==> src/hbp_defs.svh <==
// constants for the host bus and buffer ram port
// Notes on behaviour
// - open-drain async ready pulls low to stretch; release timed by crystal tick.
// - in local-bus mode sync ready idles high; rising edge on local clock completes.
// - burst cycles wait until ready return is sampled high on a falling local edge.
// - only the selected one of four interrupt pins is driven; others float.
// - local device output is a combinational decode of unlatched qualifier and address.
// - data path select low grants packet data path, 32 bits per beat.
// - ram reads are always full doublewords; writes use per-byte strobes.
// - with status float set, low data byte floats on receive status word write.
// - ram address output carries the doubleword index being accessed.
// - active-low ram read enable reads one doubleword.
// - four active-low byte write strobes allow byte, word or doubleword writes.
// - receive-write indication is active only on received data writes.
// - core timing comes from a 25 MHz crystal rate.
// - bus-type input low selects local-bus mode, high selects burst mode.
// - byte lanes are ignored, 32-bit transfers assumed, when data path is selected.
// - address decoding is enabled only while the qualifier is low.
// - address and qualifier are latched on the rising edge of the address strobe.
`ifndef HBP_DEFS_SVH
`define HBP_DEFS_SVH
`define CLK_HZ 100_000_000
`define XTAL_HZ 25_000_000
`define XTAL_DIV (`CLK_HZ / `XTAL_HZ)
`define RAM_PULSE 4
`define REG_CONFIG 12'h000
`define REG_BASE 12'h004
`define REG_PTR 12'h008
`define REG_IRQ_STATUS 12'h00c
`define REG_IRQ_CLEAR 12'h010
`define REG_IRQ_ENABLE 12'h014
`define REG_PIN_STATE 12'h018
`define CFG_INT_SEL 1:0
`define CFG_FLOAT 2
`define CFG_RESET 3'h0
`define BASE_RESET 16'h0300
`define EV_RX 0
`define EV_HOST 1
`define EV_W 2
`endif

==> src/hbp_pkg.sv <==
// types shared by the host bus and buffer ram port
package hbp_pkg;
   typedef struct packed {
      logic valid;
      logic write;
      logic rx;
      logic [14:0] addr;
      logic [3:0] lane_n;
      logic [31:0] data;
   } ram_req_type;
   typedef enum logic [6:0] {
      ST_IDLE = 7'h01,
      ST_RAM = 7'h02,
      ST_ASYNC_REL = 7'h04,
      ST_ASYNC_END = 7'h08,
      ST_LB_ACK = 7'h10,
      ST_LB_HOLD = 7'h20,
      ST_BURST_RTN = 7'h40
   } host_state_type;
endpackage

==> src/sync_bank.sv <==
// two-flop synchroniser bank for pin inputs
`timescale 1ns/1ps
module sync_bank #(parameter int W = 1) (
   input wire logic mclk,
   input wire logic rst_n,
   input wire logic [W-1:0] d,
   output logic [W-1:0] q
);
   logic [W-1:0] meta_q;
   logic [W-1:0] q_q;
   // no reset: the flops hold the idle pin levels as reset lifts, so no false strobe
   always_ff @(posedge mclk) begin
      meta_q <= d;
      q_q <= meta_q;
   end
   assign q = q_q;
endmodule // sync_bank

==> src/ram_port.sv <==
// buffer sram cycle engine: one doubleword read or byte-strobed write
`timescale 1ns/1ps
`include "hbp_defs.svh"
module ram_port import hbp_pkg::*; (
   input wire logic mclk,
   input wire logic rst_n,
   input ram_req_type req,
   input wire logic float_en,
   output logic ready,
   output logic done,
   output logic [31:0] rdata,
   output logic [14:0] ram_addr,
   output logic ram_read_en_n,
   output logic [3:0] ram_byte_write_n,
   input wire logic [31:0] ram_data_i,
   output logic [31:0] ram_data_o,
   output logic [3:0] ram_data_oe,
   output logic rx_buffer_write_active
);
   ram_req_type op_q, op_d;
   logic busy_q, busy_d, done_q, done_d;
   logic [2:0] cnt_q, cnt_d;
   logic [31:0] rdata_q, rdata_d, data_s;
   logic last, flt;
   sync_bank #(.W(32)) u_rd_sync (.mclk(mclk), .rst_n(rst_n), .d(ram_data_i), .q(data_s));
   assign ready = !busy_q;
   assign last = busy_q && (cnt_q == 3'(`RAM_PULSE - 1));
   // status word at index zero, all lanes, receive write
   assign flt = float_en && op_q.rx && op_q.write && (op_q.addr == 15'h0000)
      && (op_q.lane_n == 4'h0);
   always_comb begin
      op_d = op_q;
      busy_d = busy_q;
      cnt_d = cnt_q;
      done_d = 1'b0;
      rdata_d = rdata_q;
      if (!busy_q && req.valid) begin
         op_d = req;
         busy_d = 1'b1;
         cnt_d = 3'h0;
      end else if (last) begin
         busy_d = 1'b0;
         done_d = 1'b1;
         // synced copy lags two cycles, still inside the strobe here
         if (!op_q.write)
            rdata_d = data_s;
      end else if (busy_q) begin
         cnt_d = cnt_q + 3'h1;
      end
   end
   always_ff @(posedge mclk) begin
      if (!rst_n) begin
         op_q <= '0;
         busy_q <= 1'b0;
         cnt_q <= 3'h0;
         done_q <= 1'b0;
         rdata_q <= 32'h0000_0000;
      end else begin
         op_q <= op_d;
         busy_q <= busy_d;
         cnt_q <= cnt_d;
         done_q <= done_d;
         rdata_q <= rdata_d;
      end
   end
   assign done = done_q;
   assign rdata = rdata_q;
   assign ram_addr = op_q.addr;
   assign ram_read_en_n = !(busy_q && !op_q.write);
   assign ram_byte_write_n = (busy_q && op_q.write) ? op_q.lane_n : 4'hf;
   assign ram_data_o = op_q.data;
   assign ram_data_oe = (busy_q && op_q.write) ? {3'h7, !flt} : 4'h0;
   assign rx_buffer_write_active = busy_q && op_q.write && op_q.rx;
endmodule // ram_port

==> src/host_bus_port.sv <==
// host bus handshake, decode, interrupt pins and buffer ram port
//
// Our own choices: the register offsets and register access over APB.
`timescale 1ns/1ps
`include "hbp_defs.svh"
module host_bus_port import hbp_pkg::*; (
   input wire logic mclk,
   input wire logic rst_n,
   input wire logic [11:0] paddr,
   input wire logic psel,
   input wire logic penable,
   input wire logic pwrite,
   input wire logic [31:0] pwdata,
   output logic [31:0] prdata,
   output logic pready,
   output logic pslverr,
   input wire logic [15:4] host_addr,
   input wire logic addr_qualifier,
   input wire logic addr_latch_strobe_n,
   input wire logic async_read_strobe_n,
   input wire logic async_write_strobe_n,
   input wire logic burst_cycle_n,
   input wire logic sync_write,
   input wire logic local_bus_mode_n,
   input wire logic lclk,
   input wire logic ready_return_n,
   input wire logic data_path_select_n,
   input wire logic [3:0] host_byte_lane_n,
   input wire logic [31:0] host_data_i,
   output logic [31:0] host_data_o,
   output logic host_data_oe,
   output logic async_ready_n_o,
   output logic async_ready_n_oe,
   output logic sync_ready_n,
   output logic local_device_n,
   output logic [3:0] irq_outputs,
   output logic [3:0] irq_outputs_oe,
   input wire logic rx_word_valid,
   input wire logic [31:0] rx_word,
   input wire logic rx_status_valid,
   input wire logic [31:0] rx_status,
   output logic rx_ready,
   output logic [14:0] ram_addr,
   output logic ram_read_en_n,
   output logic [3:0] ram_byte_write_n,
   input wire logic [31:0] ram_data_i,
   output logic [31:0] ram_data_o,
   output logic [3:0] ram_data_oe,
   output logic rx_buffer_write_active
);
   localparam int SW = 58;
   logic [SW-1:0] pins_s;
   logic s_lclk, s_ads_n, s_rd_n, s_wr_n, s_cyc_n, s_wdir, s_lbm_n, s_rtn_n, s_dps_n, s_aq;
   logic [15:4] s_addr;
   logic [3:0] s_lane_n;
   logic [31:0] s_data;
   sync_bank #(.W(SW)) u_pin_sync (.mclk(mclk), .rst_n(rst_n),
      .d({lclk, addr_latch_strobe_n, async_read_strobe_n, async_write_strobe_n, burst_cycle_n,
          sync_write, local_bus_mode_n, ready_return_n, data_path_select_n, addr_qualifier,
          host_addr, host_byte_lane_n, host_data_i}),
      .q(pins_s));
   assign {s_lclk, s_ads_n, s_rd_n, s_wr_n, s_cyc_n, s_wdir, s_lbm_n, s_rtn_n, s_dps_n, s_aq,
           s_addr, s_lane_n, s_data} = pins_s;

   function automatic logic base_hit(input logic aq, input logic [15:4] a, input logic [15:0] b);
      base_hit = !aq && (a == b[15:4]);
   endfunction

   ////////////////////////////////////////////////////////////////////////////
   // crystal-rate tick: one clock only, so the 25 MHz rate is an enable
   logic [1:0] xcnt_q, xcnt_d;
   logic xtal_tick;
   assign xtal_tick = (xcnt_q == 2'(`XTAL_DIV - 1));
   always_comb xcnt_d = xtal_tick ? 2'h0 : xcnt_q + 2'h1;

   ////////////////////////////////////////////////////////////////////////////
   // registers
   logic [2:0] cfg_q, cfg_d;
   logic [15:0] base_q, base_d;
   logic [14:0] ptr_q, ptr_d;
   logic [`EV_W-1:0] ist_q, ist_d, ien_q, ien_d, ev;
   logic [31:0] prdata_q, prdata_d;
   logic wr_acc, mapped, ptr_step;
   assign wr_acc = psel && penable && pwrite;
   assign mapped = paddr inside {`REG_CONFIG, `REG_BASE, `REG_PTR, `REG_IRQ_STATUS,
      `REG_IRQ_CLEAR, `REG_IRQ_ENABLE, `REG_PIN_STATE};
   assign pready = 1'b1;
   assign pslverr = psel && penable && !mapped;
   always_comb begin
      cfg_d = cfg_q;
      base_d = base_q;
      ptr_d = ptr_step ? ptr_q + 15'h0001 : ptr_q;
      ien_d = ien_q;
      // a new event wins over a clear in the same cycle
      ist_d = ist_q;
      if (wr_acc && paddr == `REG_IRQ_CLEAR)
         ist_d = ist_q & ~pwdata[`EV_W-1:0];
      ist_d = ist_d | ev;
      if (wr_acc) begin
         unique case (paddr)
            `REG_CONFIG: cfg_d = pwdata[2:0];
            `REG_BASE: base_d = pwdata[15:0];
            `REG_PTR: ptr_d = pwdata[14:0];
            `REG_IRQ_ENABLE: ien_d = pwdata[`EV_W-1:0];
            default: ;
         endcase
      end
      prdata_d = prdata_q;
      if (psel && !penable) begin
         unique case (paddr)
            `REG_CONFIG: prdata_d = {29'h0000_0000, cfg_q};
            `REG_BASE: prdata_d = {16'h0000, base_q};
            `REG_PTR: prdata_d = {17'h0_0000, ptr_q};
            `REG_IRQ_STATUS: prdata_d = {30'h0000_0000, ist_q};
            `REG_IRQ_ENABLE: prdata_d = {30'h0000_0000, ien_q};
            `REG_PIN_STATE: prdata_d = {29'h0000_0000, s_lbm_n, s_dps_n, async_ready_n_oe};
            default: prdata_d = 32'h0000_0000;
         endcase
      end
   end
   assign prdata = prdata_q;

   // only the selected pin drives the interrupt level
   logic irq;
   assign irq = |(ist_q & ien_q);
   generate
      for (genvar i = 0; i < 4; i++) begin : g_irq
         assign irq_outputs[i] = irq;
         assign irq_outputs_oe[i] = (cfg_q[`CFG_INT_SEL] == 2'(i));
      end
   endgenerate

   // decode straight from the pins, no latch or synchroniser
   assign local_device_n = !base_hit(addr_qualifier, host_addr, base_q);

   ////////////////////////////////////////////////////////////////////////////
   // host cycle sequencer
   host_state_type st_q, st_d;
   logic lclk_p_q, ads_p_q, hit_q, hit_d, async_q, async_d, burst_q, burst_d, dp_q, dp_d;
   logic rd_q, rd_d, arl_q, arl_d, srl_q, srl_d;
   logic [31:0] hdata_q, hdata_d;
   logic lclk_rise, lclk_fall, dp, sel, a_start, s_start, ram_ready, ram_done;
   logic [31:0] ram_rdata;
   ram_req_type req, host_req;
   logic [14:0] rx_ptr_q, rx_ptr_d;
   logic rx_want;

   assign lclk_rise = s_lclk && !lclk_p_q;
   assign lclk_fall = !s_lclk && lclk_p_q;
   assign dp = !s_dps_n;
   assign sel = dp || hit_q;
   assign a_start = (!s_rd_n || !s_wr_n) && sel;
   // burst mode needs the data path, local-bus mode takes any decoded cycle
   assign s_start = lclk_rise && !s_cyc_n && (s_lbm_n ? dp : sel);
   assign rx_want = rx_word_valid || rx_status_valid;
   assign rx_ready = ram_ready;

   always_comb begin
      st_d = st_q;
      hit_d = hit_q;
      async_d = async_q;
      burst_d = burst_q;
      dp_d = dp_q;
      rd_d = rd_q;
      arl_d = arl_q;
      srl_d = srl_q;
      hdata_d = hdata_q;
      host_req = '0;
      ptr_step = 1'b0;
      ev = '0;
      ev[`EV_RX] = rx_status_valid && ram_ready;
      if (ads_p_q == 1'b0 && s_ads_n)
         hit_d = base_hit(s_aq, s_addr, base_q);
      host_req.addr = ptr_q;
      host_req.data = s_data;
      host_req.lane_n = dp ? 4'h0 : s_lane_n;
      unique case (st_q)
         ST_IDLE: begin
            host_req.write = a_start ? !s_wr_n : s_wdir;
            if ((a_start || s_start) && ram_ready && !rx_want) begin
               host_req.valid = 1'b1;
               async_d = a_start;
               burst_d = !a_start && s_lbm_n;
               dp_d = dp;
               rd_d = !host_req.write;
               arl_d = a_start;
               st_d = ST_RAM;
            end
         end
         ST_RAM: begin
            if (ram_done) begin
               if (rd_q)
                  hdata_d = ram_rdata;
               ptr_step = dp_q;
               st_d = async_q ? ST_ASYNC_REL : (burst_q ? ST_BURST_RTN : ST_LB_ACK);
            end
         end
         ST_ASYNC_REL: begin
            if (xtal_tick) begin
               arl_d = 1'b0;
               st_d = ST_ASYNC_END;
            end
         end
         ST_ASYNC_END: begin
            if (s_rd_n && s_wr_n) begin
               ev[`EV_HOST] = 1'b1;
               st_d = ST_IDLE;
            end
         end
         ST_LB_ACK: begin
            if (lclk_rise) begin
               srl_d = 1'b1;
               st_d = ST_LB_HOLD;
            end
         end
         ST_LB_HOLD: begin
            if (lclk_rise) begin
               srl_d = 1'b0;
               ev[`EV_HOST] = 1'b1;
               st_d = ST_IDLE;
            end
         end
         ST_BURST_RTN: begin
            // the return pin ends the cycle once a falling local edge sees it high
            if (lclk_fall && s_rtn_n) begin
               ev[`EV_HOST] = 1'b1;
               st_d = ST_IDLE;
            end
         end
      endcase
   end

   // receive data has priority over the host so the mac never overruns
   always_comb begin
      rx_ptr_d = rx_ptr_q;
      req = host_req;
      if (rx_want && ram_ready) begin
         req = '0;
         req.valid = 1'b1;
         req.write = 1'b1;
         req.rx = 1'b1;
         if (rx_status_valid) begin
            req.data = rx_status;
            rx_ptr_d = 15'h0001;
         end else begin
            req.addr = rx_ptr_q;
            req.data = rx_word;
            rx_ptr_d = rx_ptr_q + 15'h0001;
         end
      end
   end
   always_ff @(posedge mclk) begin
      if (!rst_n) begin
         xcnt_q <= 2'h0;
         cfg_q <= `CFG_RESET;
         base_q <= `BASE_RESET;
         ptr_q <= 15'h0000;
         ist_q <= '0;
         ien_q <= '0;
         prdata_q <= 32'h0000_0000;
         st_q <= ST_IDLE;
         lclk_p_q <= 1'b0;
         ads_p_q <= 1'b1;
         hit_q <= 1'b0;
         async_q <= 1'b0;
         burst_q <= 1'b0;
         dp_q <= 1'b0;
         rd_q <= 1'b0;
         arl_q <= 1'b0;
         srl_q <= 1'b0;
         hdata_q <= 32'h0000_0000;
         rx_ptr_q <= 15'h0001;
      end else begin
         xcnt_q <= xcnt_d;
         cfg_q <= cfg_d;
         base_q <= base_d;
         ptr_q <= ptr_d;
         ist_q <= ist_d;
         ien_q <= ien_d;
         prdata_q <= prdata_d;
         st_q <= st_d;
         lclk_p_q <= s_lclk;
         ads_p_q <= s_ads_n;
         hit_q <= hit_d;
         async_q <= async_d;
         burst_q <= burst_d;
         dp_q <= dp_d;
         rd_q <= rd_d;
         arl_q <= arl_d;
         srl_q <= srl_d;
         hdata_q <= hdata_d;
         rx_ptr_q <= rx_ptr_d;
      end
   end

   assign async_ready_n_o = 1'b0;
   assign async_ready_n_oe = arl_q;
   assign sync_ready_n = !srl_q;
   assign host_data_o = hdata_q;
   assign host_data_oe = rd_q && (st_q != ST_IDLE) && (st_q != ST_RAM);

   ram_port u_ram (.mclk(mclk), .rst_n(rst_n), .req(req), .float_en(cfg_q[`CFG_FLOAT]),
      .ready(ram_ready), .done(ram_done), .rdata(ram_rdata), .ram_addr(ram_addr),
      .ram_read_en_n(ram_read_en_n), .ram_byte_write_n(ram_byte_write_n),
      .ram_data_i(ram_data_i), .ram_data_o(ram_data_o), .ram_data_oe(ram_data_oe),
      .rx_buffer_write_active(rx_buffer_write_active));
endmodule // host_bus_port

==> config.mk <==
export PLATFORM = sky130hd
export DESIGN_NAME = host_bus_port
export DESIGN_NICKNAME = d
export VERILOG_FILES = /design/src/hbp_pkg.sv /design/src/sync_bank.sv /design/src/ram_port.sv /design/src/host_bus_port.sv
export VERILOG_INCLUDE_DIRS = /design/src
export SDC_FILE = /design/constraint.sdc
export NUM_CORES = 1
export LEC_CHECK = 0
export ABC_CLOCK_PERIOD_IN_PS = 3500
export BUFFER_PORTS_ARGS = -buffer_cell sky130_fd_sc_hd__buf_4
export CORE_MARGIN = 8
export CORE_UTILIZATION = 57
export CTS_CLUSTER_DIAMETER = 150
export CTS_CLUSTER_SIZE = 14
export DETAILED_ROUTE_END_ITERATION = 12
export GPL_ROUTABILITY_DRIVEN = 0
export PLACE_DENSITY = 0.85
export RECOVER_POWER = 50
export SYNTH_ARGS = -nofsm -noshare
export SYNTH_HDL_FRONTEND = slang
export SYNTH_SLANG_ARGS = --single-unit
==> constraint.sdc <==
create_clock -name mclk -period 3.5 [get_ports mclk]
set_clock_uncertainty 0.1 [all_clocks]
set_input_delay 0.525 -clock mclk [delete_from_list [all_inputs] [get_ports mclk]]
set_output_delay 0.525 -clock mclk [all_outputs]
set_load 0.05 [all_outputs]
==> reports/summary.txt, run 1 <==
pre-CTS setup slack - 657.5 ps
DRT Wirelength - 37.04 mm
period utilization - 0.8593
Comb power frac - 0.109
Port-buffer cells - 307
RSZ-0062 raised after global routing - no
Post-synth EDFFs - 0
area delta synth->final - 25.10%
die height - 170.6 µm
fraction of registers with async set/reset - 0
Worst setup SP type - input pin
final worst setup slack - 492.4 ps
post-synthesis cell count - 1448
largest area contributor in the netlist - dfxtp_1
worst stage delay on the critical path - 560 ps
# DRC - 0
register bit total from synthesis - 389
post-route cell area - 0.01703 mm²
worst path arrival time - 2380 ps
Worst Setup SP - host_addr[10]
Top Ports - 342
Psw - 2.138 mW
Slew HR - -0.1688
CP max stage cell - dlygate4sd3_1
Final Max Slew Viols - 65
final setup fails - 0
worst slew pin tran - 1750 ps
Max VDD drop - 0.0003929 V
WS Path Type - input pin to primary output
Final TNS setup - 0 ps
number of global-route vias before repair - 11280
failing checks - max-capacitance violations, max-slew violations
GR Util All Layers - 0.2441
leakage power figure - 6.594 nW
count of final hold-check violations - 0
CTS tree - done
first-pass GRT wire length - 57.75 mm
Seq pwr share - 0.542
Via-to-Cell Ratio - 5.469
Pint - 6.535 mW
final net count - 1960
worst-path cell chain - dlygate4sd3_1 > clkbuf_1 > xor2_1 > nor4_1 > nand4_1 > or4_1 > buf_4
total of max-cap violations - 2
Fill cells - 1715
WHS - 112.4 ps
ranking of synthesized cells by area - dfxtp_1 57%, nand2_1 8.6%, buf_4 4.0%
worst hold path type - input pin to flop
YS warnings - 0
total CTS buffers - 31
post-synthesis sequential area ratio - 0.5720
CP Capture Type - primary output
launching point of the worst reg2reg path - u_pin_sync.q[49]
wire per inst - 17.89 µm
post-synth top area share - 0.5720
Clock Power Share - 0.349
Synth Area per Inst - 9.403 µm²
clk slew on worst S/H paths - 60 ps
power per cell area - 509.2 mW/mm²
via count - 11320
Root Driver - clkbuf_16
Placement Rows - 56
Sw Share - 0.2465
DRT iter0 DRCs - 1045
fmax - 0.3325 GHz
Post-synth top cells - 389 x dfxtp_1, 312 x nand2_1, 107 x a21oi_1
largest net degree at the start of global routing - 74
r2r worst-path depth - 5
Die Area - 0.02909 mm²
Final HPWL DP - 24.68 mm
reg-to-reg endpoint - u_ram.cnt_q[2]
initial antenna violation count - 1
ys flop type - dfxtp_1
CTS H-tree depth - 1
Initial Util - 0.5801
TritonRoute pass-1 iters - 5
Worst Setup EP - local_device_n
die width - 170.6 µm
dpl cell area - 0.01562 mm²
most frequent cell after synthesis - dfxtp_1
Final Critical Period - 3008 ps
worst skew pair latency - 560 ps
Synth cell types - 59
status - finished, violations left
fraction of layout cells with a size suffix above 1 - 0.1869
core area - 0.02347 mm²
required time worst endpoint - 2870 ps
CTS Sinks - 389
grt total ovfl - 0
Final ANT Viol Nets - 0
Worst Path Max Fanout - 2
Reg2Reg Setup Slack - 810 ps
Post-Syn Area - 0.01362 mm²
Clock Path Buffers - 3
-- how the worst min path moves through the flow --
| stage | from | endpoint | cells after the start |
|---|---|---|---|
| 3_5_place_dp | u_pin_sync.meta_q[29] | u_pin_sync.q[29] | 0 |
| 2_1_floorplan | u_pin_sync.meta_q[0] | u_pin_sync.q[0] | 0 |
| 6_report | pwdata[8] | base_q[8] | 3 |
| 5_1_grt | pwdata[9] | base_q[9] | 3 |
| 4_1_cts | pwdata[9] | base_q[9] | 3 |
| 3_3_place_gp | u_ram.u_rd_sync.meta_q[0] | u_ram.u_rd_sync.q[0] | 0 |
-- critical path: cells and delay by family --
family | cells | cell delay [ps]
AND/OR/NAND/NOR | 3 | 820
buffers and inverters | 3 | 890
XOR/XNOR | 1 | 140
-- flip-flops by register name, summed over array words and instances (netlist names), 2 cells and up --
name and flops:
xcnt_q 2, rx_ptr_q 15, host_data_o 32, u_pin_sync.meta_q 58, u_ram.u_rd_sync.q 32, ien_q 2, prdata 16, u_ram.ram_addr 15
u_ram.cnt_q 3, st_q 7, base_q 16, ist_q 2, u_ram.u_rd_sync.meta_q 32, u_pin_sync.q 58, u_ram.rdata 32, ptr_q 15
cfg_q 3, u_ram.op_q 6, u_ram.ram_data_o 32
-- through the flow --
stage | utilization | std cells | power [mW]
floorplan | - | 1464 | 5.401
CTS | 0.7378 | 2069 | 8.745
finish | 0.7256 | 2070 | 8.673
global route | 0.7256 | 2070 | 8.971
detailed placement | 0.6654 | 1946 | 5.694
global placement | 0.6654 | 1946 | 5.666
-- placed cells by master (no fill, tap or decap), types with 32 or more instances in the layout --
cell type      synthesis  final
buf_4                 73    165
dlygate4sd3_1          0     90
a31oi_1               52     52
clkbuf_1              69     74
nand2_1              312    312
mux2_2                33     33
a21oi_1              107    107
nand3_1               45     45
dfxtp_1              389    389
xor2_1                32     32
o21ai_0               68     68
nor2_1                50     49
clkbuf_4               0     78
-- layout make-up --
class,count,area [µm²],share of cell area
flip-flops and latches,389,7787,0.4572
multi-input cells,911,5001,0.2936
repair buffers,407,3003,0.1763
clock buffers,31,775.7,0.04554
well taps,319,399.1,0.02343
inverters,10,38.79,0.002277
clock inverters,2,25.02,0.001469
diodes,1,2.502,0.0001469
-- metal layers --
| layer | global-route usage | up-vias | part of all wire |
|---|---|---|---|
| met3 | 0.04379 | 86 | 0.066 |
| met2 | 0.4421 | 454 | 0.51 |
| met4 | 0.08619 | 0 | 0.034 |
| met5 | 0 | - | 0 |
| li1 | - | 5399 | - |
| met1 | 0.2852 | 5381 | 0.39 |
-- cells by family after synthesis --
logic type	synth area share
other cells	0.0005516
flops	0.5720
buf+inv	0.06598
mux	0.03317
xor+xnor	0.03602
fa+ha+maj	0.004595
simple gates	0.1688
compound gates	0.1189
-- power groups by stage --
stage	logic [mW]	registers, mW	clock network [mW]
6_report	0.942	4.70	3.03
5_1_grt	1.01	4.72	3.25
4_1_cts	0.984	4.70	3.06
3_5_place_dp	0.896	4.80	0
3_3_place_gp	0.880	4.79	0
2_1_floorplan	0.644	4.76	0
-- what timing repair did --
action	CTS	global route
buffers inserted	0	0
hold endpoints to repair	90	0
gates resized for setup	0	0
hold buffers	90	0
No activity file was read; power rests on OpenSTA's default activity.
==> run 2, diff against run 1 <==
ABC_AREA = 1   (was not set)
PLACE_DENSITY = 0.84   (was 0.85)
==> run 2 against run 1 <==
  * The run now ends clean
  * Via count is 12% higher
  * Final cell count up 13%
  * Total power increased by 4.7%
  * Hold slack got worse by 14 ps
  * Critical path depth up 2
  * Critical path type unchanged
  * Largest power group unchanged
==> reports/summary.txt, run 2 <==
cell mode on critical path - nand2_1
r2r worst-path depth - 8
Synth Area per Inst - 8.320 µm²
largest area contributor in the netlist - dfxtp_1
die height - 173.7 µm
Post-synth top cells - 389 x dfxtp_1, 273 x nor2_1, 240 x nand2_1
Initial Util - 0.5809
Die Area - 0.03016 mm²
hold_sp - pwdata[9]
initial antenna violation count - 1
DRT Wirelength - 41.20 mm
via count - 12670
post-CTS setup buffers - 0
fraction of registers with async set/reset - 0
Reg2Reg Setup Slack - 920 ps
Final ANT Viol Nets - 0
TritonRoute pass-1 iters - 6
launching point of the worst reg2reg path - u_pin_sync.q[49]
DRT iter0 DRCs - 941
ANT cells - 0
Max VDD drop - 0.0004413 V
Worst Path Max Fanout - 3
ys flop type - dfxtp_1
total power - 9.084 mW
CTS Sinks - 389
Fill cells - 1779
Slew HR - 0.2778
Port-buffer cells - 307
worst stage delay on the critical path - 540 ps
worst slew pin tran - 1082 ps
Final Critical Period - 2721 ps
fraction of layout cells with a size suffix above 1 - 0.1667
Via-to-Cell Ratio - 5.417
most frequent cell after synthesis - dfxtp_1
hold path cells - 3
required time worst endpoint - 2870 ps
CTS H-tree depth - 1
Synth cell types - 46
worst path arrival time - 2100 ps
CTS tree - done
FF+latch area - 0.007787 mm²
dpl cell area - 0.01612 mm²
Root Driver - clkbuf_16
commonest non-fill, non-tap cell in the layout - dfxtp_1
number of global-route vias before repair - 12770
total of max-cap violations - 0
Final TNS setup - 0 ps
post-synthesis cell count - 1703
worst-path cell chain - dlygate4sd3_1 > clkbuf_1 > nand2_1 > o21ai_0 > a211oi_1 > nand2_1 > nor2_1 > nand2_1 > buf_4
die width - 173.7 µm
YS warnings - 0
Finished Core Util - 0.7200
WS Path Type - input pin to primary output
post-CTS sizing - 0
period utilization - 0.7776
Clock Path Buffers - 3
worst skew pair latency - 560 ps
worst hold path type - input pin to flop
Top Ports - 342
final setup fails - 0
Final Max Slew Viols - 0
fmax - 0.3674 GHz
ranking of synthesized cells by area - dfxtp_1 55%, nor2_1 7.2%, nand2_1 6.4%
Post-Syn Area - 0.01417 mm²
Worst setup SP type - input pin
area of the multi-input gates - 0.004995 mm²
Final HPWL DP - 26.33 mm
status - complete, no violations
register bit total from synthesis - 389
post-synthesis sequential area ratio - 0.5496
power per cell area - 517.3 mW/mm²
clk slew on worst S/H paths - 70 ps
most frequent cells in the layout - 389 x dfxtp_1, 274 x nor2_1, 241 x nand2_1, 176 x buf_4, 175 x o21ai_0
GR Util All Layers - 0.2616
final net count - 2226
CP Capture Type - primary output
largest net degree at the start of global routing - 71
wire per inst - 17.62 µm
area delta synth->final - 23.94%
Post-synth EDFFs - 0
RSZ-0062 raised after global routing - no
total CTS buffers - 31
reg-to-reg endpoint - u_ram.op_q[35]
first-pass GRT wire length - 65.50 mm
# DRC - 0
Placement Rows - 57
count of final hold-check violations - 0
grt total ovfl - 0
CP max stage cell - dlygate4sd3_1
leakage power figure - 7.507 nW
hold worst-path end - base_q[9]
core area - 0.02439 mm²
post-route cell area - 0.01756 mm²
post-synth top area share - 0.5496
## run 2: changes by cell type after synthesis, sizes merged, moves of 13 or more
cell and delta:
mux2 -33, clkbuf -32, a22oi -13, nand2 -59, o22ai +14, o21ai +117
o31ai +28, inv +133, nor2 +232, xor2 -27, a31oi -47, nand3 +21
buf +21
## run 2: worst max path at each step
stage	start	endpoint	slack (ps)
after floorplan	paddr[11]	pslverr	770
after global placement	rx_status_valid	u_ram.ram_data_o[5]	800
after detailed placement	rx_status_valid	u_ram.op_q[35]	730
after CTS	host_addr[5]	local_device_n	770
after global routing	paddr[1]	base_q[13]	640
final	host_addr[5]	local_device_n	780
## run 2: per-stage QoR
step           setup slack, ps  hold WS (ps)  std cells
6_report                 778.5         98.00       2339
3_5_place_dp             727.7         212.1       2217
2_1_floorplan            765.7         209.6       1719
5_1_grt                  636.8         101.3       2339
3_3_place_gp             800.3         210.0       2217
4_1_cts                  773.9         85.28       2339
## run 2: cells by family after synthesis
| family | share of synthesized area |
|---|---|
| flops | 0.5496 |
| fa+ha+maj | 0.004415 |
| xor+xnor | 0.01051 |
| simple gates | 0.1955 |
| other cells | 0.0005300 |
| compound gates | 0.1380 |
| buf+inv | 0.1014 |
## run 2: final cells by class
class                      instances  share of cell area
inverter                         145             0.03099
tap                              324             0.02309
clock buffer                      31             0.04418
clock inverter                     1           0.0002850
multi-input combinational       1042              0.2844
sequential                       389              0.4435
timing repair buffer             407              0.1736
## run 2: routing by layer
layer  track usage  up-vias  routed length, µm
met1        0.2877     5827              15380
met5             0        -                 13
met4        0.1211        2               1843
met3       0.06578      135               3645
met2        0.4668      679              20320
li1              -     6028                  -
## run 2: what timing repair did
item                       CTS  global route
setup endpoints to repair    0             0
hold endpoints to repair    90             0
hold buffers                90             0
## run 2: report_power, final
| group | switching (mW) | internal (mW) | leakage [nW] | total (mW) |
|---|---|---|---|---|
| clock network | 1.46 | 1.55 | 0.386 | 3.01 |
| registers | 0.101 | 4.64 | 3.22 | 4.74 |
| logic | 0.903 | 0.432 | 3.91 | 1.33 |
| total | 2.46 | 6.62 | 7.51 | 9.08 |
## run 2: critical path: cells and delay by family
kind,cells,cell delay [ps]
and+or+nand+nor,4,370
AOI/OAI and AO/OA,2,330
buffers and inverters,3,870
